<file path="src/hw/line_act_defines.svh">
// Command, indication and timing constants for the line activation machines.
`ifndef LINE_ACT_DEFINES_SVH
`define LINE_ACT_DEFINES_SVH

// ----------------------------------------------------------------------------
// Command codes.
// ----------------------------------------------------------------------------
`define CMD_DEACT_REQUEST   4'h0
`define CMD_SOFT_RESET      4'h1
`define CMD_SINGLE_PULSE    4'h2
`define CMD_CONT_PULSE      4'h3
`define CMD_ACT_REQUEST     4'h8
`define CMD_LOOP_TWO_ACT    4'ha
`define CMD_BLOCKED_ACT     4'hc
`define CMD_DEACT_CONFIRM   4'hf

// ----------------------------------------------------------------------------
// Indication codes.
// ----------------------------------------------------------------------------
`define IND_TIMING          4'h0
`define IND_RESYNC          4'h4
`define IND_ACT_REQUEST     4'h8
`define IND_LINE_ONLY_ACT   4'h7
`define IND_CODE_VIOLATION  4'hb
`define IND_ACT_COMPLETE    4'hc
`define IND_DEACT           4'hf

// ----------------------------------------------------------------------------
// Timing, as printed and as cycle counts at 250 MHz (4 ns).
// ----------------------------------------------------------------------------
`define CLK_PERIOD_NS       4
`define SYNC_MAX_MS         10
`define SYNC_MAX_CYC        ((`SYNC_MAX_MS * 1000000) / `CLK_PERIOD_NS)
`define SETTLE_MS           2
`define SETTLE_CYC          ((`SETTLE_MS * 1000000) / `CLK_PERIOD_NS)
`define DEACT_TMR_MS        32
`define DEACT_TMR_CYC       ((`DEACT_TMR_MS * 1000000) / `CLK_PERIOD_NS)
`define CVR_REPEAT          4

`endif

</file>
<file path="src/hw/line_act_pkg.sv">
// Types shared by the line activation machines.
package line_act_pkg;

	// Received line signal classification.
	typedef enum logic [2:0] {
		RX_INFO0  = 3'h0,
		RX_INFO1W = 3'h1,
		RX_INFO1  = 3'h2,
		RX_INFO3  = 3'h3,
		RX_OTHER  = 3'h4
	} rx_info_t;

	// Transmitted signal selection.
	typedef enum logic [2:0] {
		TX_INFO0   = 3'h0,
		TX_INFO2   = 3'h1,
		TX_INFO4   = 3'h2,
		TX_PULSE_1 = 3'h3,
		TX_PULSE_2 = 3'h4
	} tx_sel_t;

	// Machine states for both modes; ST_SYNCED and ST_BLOCKED are entered in the non-exchange mode only.
	typedef enum logic [3:0] {
		ST_RESET      = 4'h0,
		ST_TEST1      = 4'h1,
		ST_TEST2      = 4'h2,
		ST_PEND_DEACT = 4'h3,
		ST_WAIT_DR    = 4'h4,
		ST_DEACT      = 4'h5,
		ST_PEND_ACT   = 4'h6,
		ST_SYNCED     = 4'h7,
		ST_ACTIVE     = 4'h8,
		ST_RESYNC     = 4'h9,
		ST_BLOCKED    = 4'ha
	} act_state_t;

	// Whole state of the block.
	typedef struct packed {
		act_state_t state;
		logic [3:0] last_cmd;
		logic [3:0] ind;
		logic [23:0] tmr;
		logic [1:0] good_frames;
		logic [2:0] cvr_left;
		logic cv_seen;
		logic loop2;
		logic t_bit;
		logic deact_pending;
		logic ind_chg;
		logic [2:0] rst_sync;
	} act_regs_t;

endpackage : line_act_pkg

</file>
<file path="src/hw/line_activation_fsm.sv">
// Layer-1 activation state machine for one line channel, two modes.
`timescale 1ns/1ps
`include "line_act_defines.svh"

module line_activation_fsm
	import line_act_pkg::*;
(
	// Clock and reset.
	input  wire logic       ref_clk_i,
	input  wire logic       rst_i,
	// Reset pin of the line interface, active low, asynchronous source.
	input  wire logic       line_reset_n_i,
	// Mode and loop selection from software.
	input  wire logic       exchange_side_mode_i,
	input  wire logic       loop_enable_bit_i,
	input  wire logic       external_loop_bit_i,
	// Command mailbox.
	input  wire logic       cmd_valid_i,
	input  wire logic [3:0] cmd_code_i,
	// Receiver status.
	input  wire rx_info_t   rx_info_i,
	input  wire logic       frame_end_i,
	input  wire logic       frame_cv_i,
	input  wire logic       multiframe_end_i,
	input  wire logic       illegal_cv_i,
	// Indications and transmit control.
	output logic [3:0]      ind_code_o,
	output logic            ind_change_o,
	output logic [3:0]      last_cmd_o,
	output tx_sel_t         tx_sel_o,
	output logic            t_bit_o,
	output logic            loop2_req_o,
	output logic            awake_det_en_o,
	output logic            int_loop_o,
	output logic            ext_loop_o
);

	// --------------------------------------------------------------------
	// State registers.
	// --------------------------------------------------------------------
	act_regs_t r_r;
	act_regs_t r_nxt;

	logic       cmd_now;
	logic       pin_reset;
	logic [3:0] ind_new;

	// --------------------------------------------------------------------
	// Next-state logic.
	// --------------------------------------------------------------------
	// The reset pin passes three flops; reset holds while the last two
	// are both low, so a single-cycle glitch cannot reset the channel.
	always_comb begin
		r_nxt = r_r;
		r_nxt.rst_sync = {r_r.rst_sync[1:0], line_reset_n_i};
		pin_reset = (r_r.rst_sync[2:1] == 2'b00);
		cmd_now = cmd_valid_i;
		ind_new = r_r.ind;
		r_nxt.ind_chg = 1'b0;
		if (cmd_now) begin
			r_nxt.last_cmd = cmd_code_i;
		end
		// Running timer, cleared on every state change below.
		if (r_r.tmr != 24'hffffff) begin
			r_nxt.tmr = r_r.tmr + 24'h1;
		end

		// Unconditional commands act from any state.
		if (pin_reset || (cmd_now && cmd_code_i == `CMD_SOFT_RESET)) begin
			r_nxt.state = ST_RESET;
		end else if (cmd_now && cmd_code_i == `CMD_SINGLE_PULSE) begin
			r_nxt.state = ST_TEST1;
		end else if (cmd_now && cmd_code_i == `CMD_CONT_PULSE) begin
			r_nxt.state = ST_TEST2;
		end else if (cmd_now && cmd_code_i == `CMD_DEACT_REQUEST) begin
			r_nxt.state = ST_PEND_DEACT;
			r_nxt.deact_pending = 1'b1;
		end else begin
			unique case (r_r.state)
				// Unconditional states are left only by another unconditional
				// command, the deactivate request among them, handled above.
				ST_RESET, ST_TEST1, ST_TEST2: begin
				end
				ST_PEND_DEACT: begin
					if (cmd_now && cmd_code_i == `CMD_DEACT_CONFIRM) begin
						r_nxt.state = ST_WAIT_DR;
					end else if (rx_info_i != RX_INFO0) begin
						r_nxt.tmr = 24'h0;
					end else if (!exchange_side_mode_i &&
						r_r.tmr >= 24'(`SETTLE_CYC - 1)) begin
						r_nxt.state = ST_WAIT_DR;
					end else if (exchange_side_mode_i) begin
						r_nxt.state = ST_WAIT_DR;
					end
					if (exchange_side_mode_i &&
						r_r.tmr >= 24'(`DEACT_TMR_CYC - 1)) begin
						r_nxt.state = ST_WAIT_DR;
					end
				end
				ST_WAIT_DR, ST_DEACT: begin
					if (cmd_now && cmd_code_i == `CMD_DEACT_CONFIRM) begin
						r_nxt.state = ST_DEACT;
						r_nxt.deact_pending = 1'b0;
					end else if (r_r.state == ST_DEACT ||
						!exchange_side_mode_i) begin
						if (cmd_now && cmd_code_i == `CMD_ACT_REQUEST) begin
							r_nxt.state = ST_PEND_ACT;
						end else if (cmd_now && !exchange_side_mode_i &&
							cmd_code_i == `CMD_LOOP_TWO_ACT) begin
							r_nxt.state = ST_PEND_ACT;
							r_nxt.loop2 = 1'b1;
						end else if (cmd_now && !exchange_side_mode_i &&
							cmd_code_i == `CMD_BLOCKED_ACT) begin
							r_nxt.state = ST_BLOCKED;
						end else if (r_r.state == ST_DEACT &&
							((!exchange_side_mode_i &&
							rx_info_i == RX_INFO1W) ||
							(exchange_side_mode_i &&
							rx_info_i == RX_INFO1))) begin
							r_nxt.state = ST_PEND_ACT;
						end
					end
				end
				ST_PEND_ACT, ST_RESYNC: begin
					if (exchange_side_mode_i) begin
						if (rx_info_i == RX_INFO3) begin
							r_nxt.state = ST_ACTIVE;
						end
					end else if (rx_info_i == RX_INFO1) begin
						r_nxt.state = ST_SYNCED;
					end
				end
				ST_SYNCED: begin
					// Clean frames are counted; a violated one restarts.
					if (frame_end_i) begin
						if (frame_cv_i) begin
							r_nxt.good_frames = 2'h0;
						end else if (r_r.good_frames == 2'h1) begin
							r_nxt.state = ST_ACTIVE;
						end else begin
							r_nxt.good_frames = 2'h1;
						end
					end
				end
				ST_ACTIVE: begin
					if (rx_info_i != RX_INFO3) begin
						r_nxt.state = ST_RESYNC;
					end
				end
				ST_BLOCKED: begin
					if (cmd_now && cmd_code_i == `CMD_DEACT_CONFIRM) begin
						r_nxt.state = ST_DEACT;
					end
				end
				default: r_nxt.state = ST_RESET;
			endcase
		end
		if (r_nxt.state != r_r.state) begin
			r_nxt.tmr = 24'h0;
			r_nxt.good_frames = 2'h0;
			if (r_nxt.state != ST_SYNCED && r_nxt.state != ST_PEND_ACT) begin
				r_nxt.loop2 = 1'b0;
			end
		end
		r_nxt.t_bit = r_nxt.loop2;

		// Code violations are tallied per multiframe, then shown 4 times.
		if (exchange_side_mode_i && illegal_cv_i) begin
			r_nxt.cv_seen = 1'b1;
		end
		if (multiframe_end_i) begin
			if (r_r.cvr_left != 3'h0) begin
				r_nxt.cvr_left = r_r.cvr_left - 3'h1;
			end
			if (r_r.cv_seen || (exchange_side_mode_i && illegal_cv_i)) begin
				r_nxt.cvr_left = 3'(`CVR_REPEAT);
				r_nxt.cv_seen = 1'b0;
			end
		end

		// Indication from the new state.
		unique case (r_nxt.state)
			ST_PEND_ACT: ind_new = (r_nxt.state == r_r.state) ?
				r_r.ind : `IND_ACT_REQUEST;
			ST_SYNCED: ind_new = `IND_LINE_ONLY_ACT;
			ST_RESYNC: ind_new = `IND_RESYNC;
			ST_ACTIVE: ind_new = `IND_ACT_COMPLETE;
			ST_WAIT_DR: ind_new = `IND_DEACT;
			default: ind_new = `IND_TIMING;
		endcase
		if (exchange_side_mode_i && r_nxt.cvr_left != 3'h0 &&
			r_nxt.state == ST_ACTIVE) begin
			ind_new = `IND_CODE_VIOLATION;
		end
		r_nxt.ind = ind_new;
		r_nxt.ind_chg = (ind_new != r_r.ind);
	end

	// --------------------------------------------------------------------
	// Register stage.
	// --------------------------------------------------------------------
	always_ff @(posedge ref_clk_i or posedge rst_i) begin
		if (rst_i) begin
			r_r <= '{state: ST_RESET, rst_sync: 3'h7, default: '0};
		end else begin
			r_r <= r_nxt;
		end
	end

	// --------------------------------------------------------------------
	// Outputs.
	// --------------------------------------------------------------------
	// Transmit choice follows the registered state only.
	always_comb begin
		unique case (r_r.state)
			ST_TEST1: tx_sel_o = TX_PULSE_1;
			ST_TEST2: tx_sel_o = TX_PULSE_2;
			ST_PEND_ACT, ST_SYNCED, ST_RESYNC: tx_sel_o = TX_INFO2;
			ST_ACTIVE, ST_BLOCKED: tx_sel_o = TX_INFO4;
			default: tx_sel_o = TX_INFO0;
		endcase
	end
	assign awake_det_en_o = (r_r.state != ST_RESET) &&
		(r_r.state != ST_TEST1) && (r_r.state != ST_TEST2);
	assign ind_code_o = r_r.ind;
	assign ind_change_o = r_r.ind_chg;
	assign last_cmd_o = r_r.last_cmd;
	assign t_bit_o = r_r.t_bit;
	assign loop2_req_o = r_r.loop2;
	assign int_loop_o = loop_enable_bit_i && !external_loop_bit_i;
	assign ext_loop_o = loop_enable_bit_i && external_loop_bit_i;

endmodule : line_activation_fsm

</file>
<file path="config.mk">
export PLATFORM = sky130hd
export DESIGN_NAME = line_activation_fsm
export DESIGN_NICKNAME = d
export VERILOG_FILES = /design/src/hw/line_act_pkg.sv /design/src/hw/line_activation_fsm.sv
export VERILOG_INCLUDE_DIRS = /design/src /design/src/hw
export SDC_FILE = /design/constraint.sdc
export NUM_CORES = 1
export LEC_CHECK = 0
export BUFFER_PORTS_ARGS = -buffer_cell sky130_fd_sc_hd__buf_2
export CORE_AREA = 2 2 92 85
export DETAILED_ROUTE_END_ITERATION = 8
export DIE_AREA = 0 0 94 87
export PLACE_DENSITY = 0.74
export SLEW_MARGIN = 10
export SYNTH_ARGS = -nofsm -noshare
export SYNTH_HDL_FRONTEND = slang
export SYNTH_SLANG_ARGS = --single-unit
export TNS_END_PERCENT = 20
</file>
<file path="constraint.sdc">
create_clock -name ref_clk_i -period 3 [get_ports ref_clk_i]
set_input_delay 0.3 -clock ref_clk_i [delete_from_list [all_inputs] [get_ports ref_clk_i]]
set_output_delay 0.3 -clock ref_clk_i [all_outputs]
set_load 0.02 [all_outputs]
</file>
Yosys cells after proc, flatten, opt, wreduce, memory -nomap -nowiden

Cells that the tools add are included.

Add/subtract/negate cells: 2
$lt $le $gt $ge: 2
Eq/ne operators: 40
Muxes and demuxes: 56
Reduce and logical (&&, ||, !) cells: 43

Operator list:

| operator                                               | count |
|---|---|
| two-way mux 26 bit                                     | 5 |
| two-way mux 4 bit                                      | 27 |
| two-way mux 24 bit                                     | 4 |
| == test 4 bit (second input constant)                  | 9 |
| == test 4 x 3 -> 1 bit (second input constant)         | 7 |
| case mux 4 bit (7 select lines)                        | 1 |
| adder 24 x 1 -> 24 bit (second input constant)         | 1 |
| >= comparator 24 x 19 -> 1 bit (second input constant) | 1 |
| >= comparator 24 x 23 -> 1 bit (second input constant) | 1 |
| inequality test 24 bit (second input constant)         | 1 |
| logical AND 1 bit                                      | 22 |
| case mux 4 bit (5 select lines)                        | 1 |
| == test 4 x 2 -> 1 bit (second input constant)         | 4 |
| two-way mux 1 bit                                      | 12 |
| case mux 3 bit (4 select lines)                        | 1 |
| nonzero test 3 bit                                     | 3 |
| == test 4 x 1 -> 1 bit (second input constant)         | 2 |
| logical NOT 4 bit                                      | 2 |
| two-way mux 2 bit                                      | 4 |
| inequality test 2 x 1 -> 1 bit (second input constant) | 4 |
| inequality test 4 x 3 -> 1 bit (second input constant) | 2 |
| inequality test 4 bit                                  | 2 |
| AND reduction 7 bit                                    | 1 |
| == test 3 x 2 -> 1 bit (second input constant)         | 2 |
| 15 further kinds                                       | 24 |

Bits in registers: 47
Input port bits: 18
Output and inout bits: 17
Logic and storage cells: 153

Depth between registers and ports, before layout

Gate-level depths: netlist (run 1).

Word-level depth: 20
Mapped depth: 13
Depth with buffers taken out: 13

Least setup slack after synthesis (run 1)

No wires, ideal clock.

Kind: register to register
From: reg r_r[13] (netlist bit)
To: reg r_r (netlist bit ind_change_o)
Arrival: 2989 ps
Required time: 2861 ps
Setup slack: -128 ps
Cell stages (with the launch flop): 12
Clock period less this slack: 3128 ps
Path through: dfrtp_1 ha_1 inv_1 or3_1 nor4_1 o211ai_1 a41oi_1 mux2_2 o21ai_0 a22oi_1 and3_1 or4_1

RTL lines:

| item                   | RTL line                   | RTL |
|---|---|---|
| from (decl)            | line_activation_fsm.sv:41  | `act_regs_t r_r;` |
| from (signal assigned) | line_activation_fsm.sv:206 | `r_r <= r_nxt;` |

==> results_dict.tcl, run 1 <==
set metrics [dict create \
    ys_warn_count 0 \
    dr.pass1.iters 4 \
    fin_tns_setup_ns -0.121 \
    clk_latency_ns 0.30 \
    crit_chain "buf_4, nand2b_1, a311oi_1, or3_1, a211o_1, a221o_1, a311oi_2, buf_4, nand4_2, o32ai_2, mux2i_1, or4_1" \
    root_buffer "clkbuf_8" \
    cts_buffers 5 \
    dieArea_mm2 0.00818 \
    first_global_vias 2989 \
    num_rows 30 \
    fin_nets 480 \
    drt-total-wl_mm 8.49 \
    syn_to_final_growth_pct 29.6 \
    clk_path_buf_depth 2 \
    synthXorXnorAreaFrac 0.0660 \
    antenna_found_initial 0 \
    hold_viol 0 \
    nFillCells 649 \
    port_buffers 34 \
    synth_top_family_by_area "simple AND/OR/NAND/NOR gates" \
    start_util 0.435 \
    synth-simple-area-share 0.270 \
    path_clk_slew_ns 0.08 \
    drc 0 \
    dr_total_vias 3021 \
    ys.flop_type "dfrtp_1" \
    max_cap_viol_count 0 \
    leakage_uw 0.00192 \
    pin_count 35 \
    antenna_cells 0 \
    skew_ns 0.00556 \
    grt_first_pass_wirelength_mm 13.7 \
    final.setup.worst_slack_ns -0.121 \
    ant_nets 0 \
    worstPathRequired_ns 3.17 \
    yosysSeqAreaShare 0.363 \
    ys_ff_latch 46 \
    holdCritPathClass "input pin to register" \
    layout-drive-gt1-share 0.375 \
    slew_headroom 0.360 \
    cts_hold_buf 0 \
    startpoint_type "register" \
    synth-compound-area-share 0.169 \
    grt_max_degree 47 \
    cpPeakStageDelay_ns 0.46 \
    syn_area_mm2 0.00318 \
    multi_input_area_mm2 0.00190 \
    timing.critical_path.mode_cell "buf_4" \
    dp_slack_ns -0.289 \
    violations "setup timing" \
    syn-num-nets 382 \
    synthDistinctLibCells 75 \
    slowest_stage "dfrtp_2" \
    syn_area_per_cell_um2 8.84 \
    synthCells 360 \
    drv_slew 0 \
    cp.buffers_inverters 2 \
    muxShareOfSynthArea 0.0307 \
    worst_slew_pin_slew_ns 0.959 \
    crit_arrival_ns 3.29 \
    place_congestion 0.935 \
    vias_per_cell 5.44 \
    cts_tree "done" \
    critical_path_class "register to register" \
    crit_path_max_fanout 8 \
    core_area_mm2 0.00732 \
    synth-edff-count 0 \
    fmax_ghz 0.320 \
    rsz0062_at_grt "yes" \
    post_drt_wl_per_cell_um 15.3 \
    clock-sinks 46 \
    fin_crit_ns 3.12 \
    powerDensity_mw_per_mm2 401 \
    async_flop_share 1.00 \
    fp.dieH_um 87 \
    gr-usage-all-layers 0.212 \
    dpl.hpwl_mm 6.13 \
    drt_iter0_markers 144 \
    seq_area_mm2 0.00116 \
    fin_hold_ws_ns 0.0973 \
    worstSetupEndpointType "register" \
    status "complete, but fails checks" \
    fin_crit_sh 1.04 \
    synth_adder_area_share 0.0157 \
    die_width_um 94 \
    path_delay_family "compound AO/OA/AOI/OAI gates" \
    h-tree-depth 2 \
    irDropWorstVdd_mv 0.202 \
    setup_viol 1 \
    grt-ovfl-total 0 \
]
[final timing paths]
kind                                startpoint            to  slack (ns)  cells after the start
worst max-delay path                   r_r[48]  ind_change_o       -0.12                     12
min in group asynchronous                rst_i       r_r[30]        0.22                      2
max in group asynchronous                rst_i       r_r[48]        2.13                      2
worst min-delay path            line_reset_n_i      r_nxt[1]         0.1                      1
worst min register to register        r_nxt[1]      r_nxt[2]        0.36                      0
worst max register to register         r_r[48]  ind_change_o       -0.12                     12
[state kept, by name, indices dropped and copies added, names as in the netlist]
register      count
r_r              34
ind_code_o        4
last_cmd_o        4
r_nxt             2
ind_change_o      1
t_bit_o           1
[through the flow]
step / cells / power, uW / utilization / cell area, um^2
floorplan: 360 / 993 / - / 3220
CTS: 553 / 1640 / 0.558 / 4080
finish: 555 / 1650 / 0.563 / 4120
global placement: 539 / 1140 / 0.527 / 3860
global route: 555 / 1750 / 0.563 / 4120
detailed placement: 539 / 1170 / 0.527 / 3860
[cell families (layout without fill, tap and decap cells)]
| family | Yosys count | count (layout) |
|---|---|---|
| fa+ha+maj | 4 | 4 |
| xor+xnor | 24 | 24 |
| buf+inv | 40 | 138 |
| mux | 9 | 9 |
| simple gates | 160 | 160 |
| compound gates | 77 | 78 |
| flops | 46 | 46 |
[cell type report]
type | instances | share of cell area
Multi-Input combinational cell | 275 | 0.461
Sequential cell | 46 | 0.281
Timing Repair Buffer | 116 | 0.191
Tap cell | 96 | 0.0291
Clock buffer | 7 | 0.0185
Inverter | 14 | 0.0127
Clock inverter | 1 | 0.00728
[report_power, final]
part	leakage [uW]	total, uW	internal, uW	switching, uW
Combinational	0.00126	498	224	274
Clock	0.0000524	456	250	207
Sequential	0.000608	701	668	32.6
Total	0.00192	1650	1140	513
[synth_stat cells (3+ instances only)]
cell	n	area share
mux2i_1	3	0.0094
nor4_1	4	0.0079
a211oi_1	3	0.0071
nor3_1	13	0.020
ha_1	4	0.016
nand2b_1	3	0.0059
or2b_2	3	0.0083
and2_1	4	0.0079
xnor2_1	5	0.014
buf_4	11	0.026
nor2_1	41	0.048
a31oi_1	5	0.0098
nor2b_1	6	0.012
o21ai_0	19	0.030
and3_1	3	0.0059
a21o_1	3	0.0071
clkbuf_1	5	0.0059
mux2_2	6	0.021
clkbuf_8	5	0.022
inv_1	14	0.017
dfstp_2	3	0.025
buf_6	4	0.014
dfrtp_1	43	0.34
nand4_1	9	0.018
xor2_1	19	0.052
and4_1	5	0.014
a21oi_1	13	0.020
nand3_1	13	0.020
or3_1	4	0.0079
nand2_1	29	0.034
[layout by cell type (no fill, tap or decap), drive strengths merged, types with 4 or more instances in the layout]
master | synthesis | layout
or3 | 5 | 5
and4 | 5 | 5
or2b | 4 | 4
nor3 | 14 | 14
dfrtp | 43 | 43
a21o | 5 | 6
nor2b | 6 | 6
and2 | 6 | 6
mux2 | 6 | 6
clkbuf | 11 | 7
nand4 | 10 | 10
nor4 | 4 | 4
nand2 | 30 | 30
nand3 | 13 | 13
a31oi | 5 | 5
o21ai | 20 | 20
ha | 4 | 4
xor2 | 19 | 19
nor2 | 41 | 41
xnor2 | 5 | 5
buf | 15 | 116
a21oi | 14 | 14
inv | 14 | 14
[repair_timing]
action / in CTS / in global routing
gates resized for setup: 15 / 7
buffers inserted: 6 / 1
pin swaps: 9 / 2
setup endpoints to repair: 25 / 27
cloned: 0 / 1
[metal layers]
| layer | global-route usage | routed length (um) | vias up |
|---|---|---|---|
| li1 | - | - | 1489 |
| met1 | 0.267 | 3820 | 1445 |
| met2 | 0.373 | 4240 | 73 |
| met3 | 0.0294 | 295 | 14 |
| met4 | 0.0711 | 143 | 0 |
| met5 | 0 | 0 | - |
[worst reg2reg max path, stage by stage (launching register included)]
cell,delay [ns]
dfrtp_2,0.46
buf_4,0.16
nand2b_1,0.13
a311oi_1,0.07
or3_1,0.33
a211o_1,0.27
a221o_1,0.32
a311oi_2,0.22
buf_4,0.17
nand4_2,0.13
o32ai_2,0.23
mux2i_1,0.10
or4_1,0.41
(Power assumes the default switching activity.)
==> run 2: changes to the inputs <==
--- a/config.mk
+++ b/config.mk
@@ -6,11 +6,13 @@
 export SDC_FILE = /design/constraint.sdc
 export NUM_CORES = 1
 export LEC_CHECK = 0
+export ABC_AREA = 1
 export BUFFER_PORTS_ARGS = -buffer_cell sky130_fd_sc_hd__buf_2
-export CORE_AREA = 2 2 92 85
+export CORE_AREA = 2 2 93 86
 export DETAILED_ROUTE_END_ITERATION = 8
-export DIE_AREA = 0 0 94 87
+export DIE_AREA = 0 0 95 88
 export PLACE_DENSITY = 0.74
+export SETUP_SLACK_MARGIN = 0.5
 export SLEW_MARGIN = 10
 export SYNTH_ARGS = -nofsm -noshare
 export SYNTH_HDL_FRONTEND = slang
==> run 2 against run 1 <==
  * The run now ends clean
  * Core utilization decreased by 0.93 points
  * Via count is 13% higher
  * Power increased by 1.6%
  * Global-route usage down 1.3 points
  * Combinational power shrank 1%
  * Maximum frequency grew 20%
  * Count of clock-buffer cells in the layout down 2
  * Clock power rose by 4.6%
  * Synthesized area rose by 2.6%
  * Sequential power rose by 2%
==> results_dict.tcl, run 2 <==
set metrics [dict create \
    status "complete, no violations" \
    irDropWorstVdd_mv 0.220 \
    synthDistinctLibCells 42 \
    layout-drive-gt1-share 0.343 \
    yosys.area.top_type_share 0.330 \
    num_rows 30 \
    dr_total_vias 3423 \
    drv_slew 0 \
    clock-sinks 46 \
    crit_path_max_fanout 4 \
    port_buffers 34 \
    h-tree-depth 2 \
    fin_nets 561 \
    cts_tree "done" \
    async_flop_share 1.00 \
    gr-usage-all-layers 0.198 \
    regMostFlops "r_r" \
    path_clk_slew_ns 0.09 \
    ant_nets 0 \
    vias_per_cell 5.38 \
    critical_path_class "register to register" \
    drt-total-wl_mm 8.97 \
    syn-num-nets 499 \
    powerDensity_mw_per_mm2 410 \
    worstPathRequired_ns 3.22 \
    fp.dieH_um 88 \
    fin_crit_ns 2.59 \
    fmax_ghz 0.386 \
    worstSetupEndpointType "register" \
    layout_commonest_cell "nand2_1" \
    cts_hold_buf 0 \
    root_buffer "clkbuf_8" \
    worst_slew_pin_slew_ns 1.09 \
    leakage_uw 0.00207 \
    synth-edff-count 0 \
    holdCritPathClass "input pin to register" \
    yosysTopAreaCell "dfrtp_1" \
    dieArea_mm2 0.00836 \
    ys.flop_type "dfrtp_1" \
    die_width_um 95 \
    first_global_vias 2991 \
    dr.pass1.iters 6 \
    fin_hold_ws_ns 0.0843 \
    max_cap_viol_count 0 \
    place_congestion 1.00 \
    synthTopCellsByArea "dfrtp_1 33%, nand2_1 13%, nor2_1 8.6%" \
    crit_arrival_ns 2.82 \
    syn_area_mm2 0.00326 \
    clk_path_buf_depth 2 \
    yosysSeqAreaShare 0.354 \
    layout_common_cells "94 x nand2_1, 62 x nor2_1, 57 x inv_1, 34 x dfrtp_1, 34 x buf_2" \
    fin_area_mm2 0.00410 \
    grt-ovfl-total 0 \
    placed_area_mm2 0.00346 \
    antenna_cells 0 \
    skew_ns 0.00875 \
    clk_latency_ns 0.31 \
    ys_top_cells_by_count "110 x nand2_1, 75 x nor2_1, 66 x inv_1" \
    slew_headroom 0.265 \
    startpoint_type "register" \
    antenna_found_initial 0 \
    pin_count 35 \
    cts_buffers 5 \
    fin_tns_setup_ns 0 \
    fin_crit_sh 0.864 \
    ys_ff_latch 46 \
    grt_max_degree 47 \
    syn_to_final_growth_pct 25.5 \
    start_util 0.441 \
    grt_first_pass_wirelength_mm 13.3 \
    synth.most_common_cell "nand2_1" \
    syn_area_per_cell_um2 6.84 \
    drt_iter0_markers 378 \
    synthCells 477 \
    core_area_mm2 0.00739 \
    drc 0 \
    hold_viol 0 \
    post_drt_wl_per_cell_um 14.1 \
    setup_viol 0 \
    largest_reg_flops 34 \
    ys_warn_count 0 \
    dpl.hpwl_mm 5.50 \
    rsz0062_at_grt "yes" \
]
-- run 2: cell count changes after synthesis, moves of 6 or more --
cell     delta
nor2b_1     -6
inv_1      +52
mux2_2      -6
o21ai_0     -8
nand2_2     +8
nand2_1    +81
a21oi_1     +7
nor2_1     +34
xor2_1     -13
nand3_1    +24
-- run 2: path summary, 6_finish.rpt --
check,startpoint,end,slack (ns),depth (start not counted)
worst max-delay path,r_r[13],r_r[36],0.41,17
worst min-delay path,line_reset_n_i,r_nxt[1],0.08,1
worst max register to register,r_r[13],r_r[36],0.41,17
worst min register to register,r_nxt[2],r_r[2],0.37,0
max in group asynchronous,rst_i,r_r[23],2.11,2
min in group asynchronous,rst_i,r_r[14],0.21,2
-- run 2: critical path, cell delays in order (launching register included) --
cell and delay (ns):
dfrtp_1 0.40, ha_2 0.20, nand2_2 0.09, inv_2 0.06, nand2_4 0.07, nor2_4 0.05, inv_2 0.07, nor2_2 0.06
nand3_2 0.11, nand2_1 0.08, nor2_2 0.15, nand2_2 0.14, nor3_4 0.24, nand4_1 0.17, or2_4 0.27, nor2_2 0.10
a21oi_1 0.08, nor3_2 0.16
-- run 2: kinds of logic after synthesis --
logic type / synth area share
XOR/XNOR: 0.0188
buffers and inverters: 0.115
multiplexers: 0.00307
flip-flops: 0.354
AND/OR/NAND/NOR: 0.418
adder cells (fa/ha/maj): 0.0153
AO/OA/AOI/OAI: 0.0763
-- run 2: where the power goes --
part	leakage [uW]	switching, uW	internal, uW
registers	0.000598	40.0	674
clock network	0.0000504	228	248
logic	0.00142	300	192
total	0.00207	568	1110
-- run 2: layout make-up --
class,instances,area [um^2]
Inverter,72,275
Multi-Input combinational cell,347,2000
Fill cell,628,3300
Clock buffer,5,68.8
Sequential cell,46,1170
Tap cell,96,120
Clock inverter,3,45.0
Timing Repair Buffer,67,422
-- run 2: timing repair --
action,CTS,global route
resized for setup,31,55
setup endpoints to repair,25,31
pin swaps,13,27
cloned,2,0
setup buffers,11,21
-- run 2: per-layer routing --
metal  GRT usage  wire (um)  share of wire  vias up
met3      0.0293        483          0.054       24
met5           0          0              0        -
met4      0.0751        214          0.024        0
li1            -          -              -     1643
met1       0.256       3790           0.42     1608
met2       0.337       4490           0.50      148
-- run 2: metrics by stage --
step / total power, uW / utilization / std cells / worst slack (ns)
6_report: 1680 / 0.554 / 636 / 0.408
5_1_grt: 1780 / 0.554 / 636 / 0.281
4_1_cts: 1630 / 0.509 / 615 / 0.486
3_5_place_dp: 1090 / 0.468 / 594 / 0.207
3_3_place_gp: 1070 / 0.468 / 594 / 0.326
2_1_floorplan: 1010 / - / 477 / 0.534
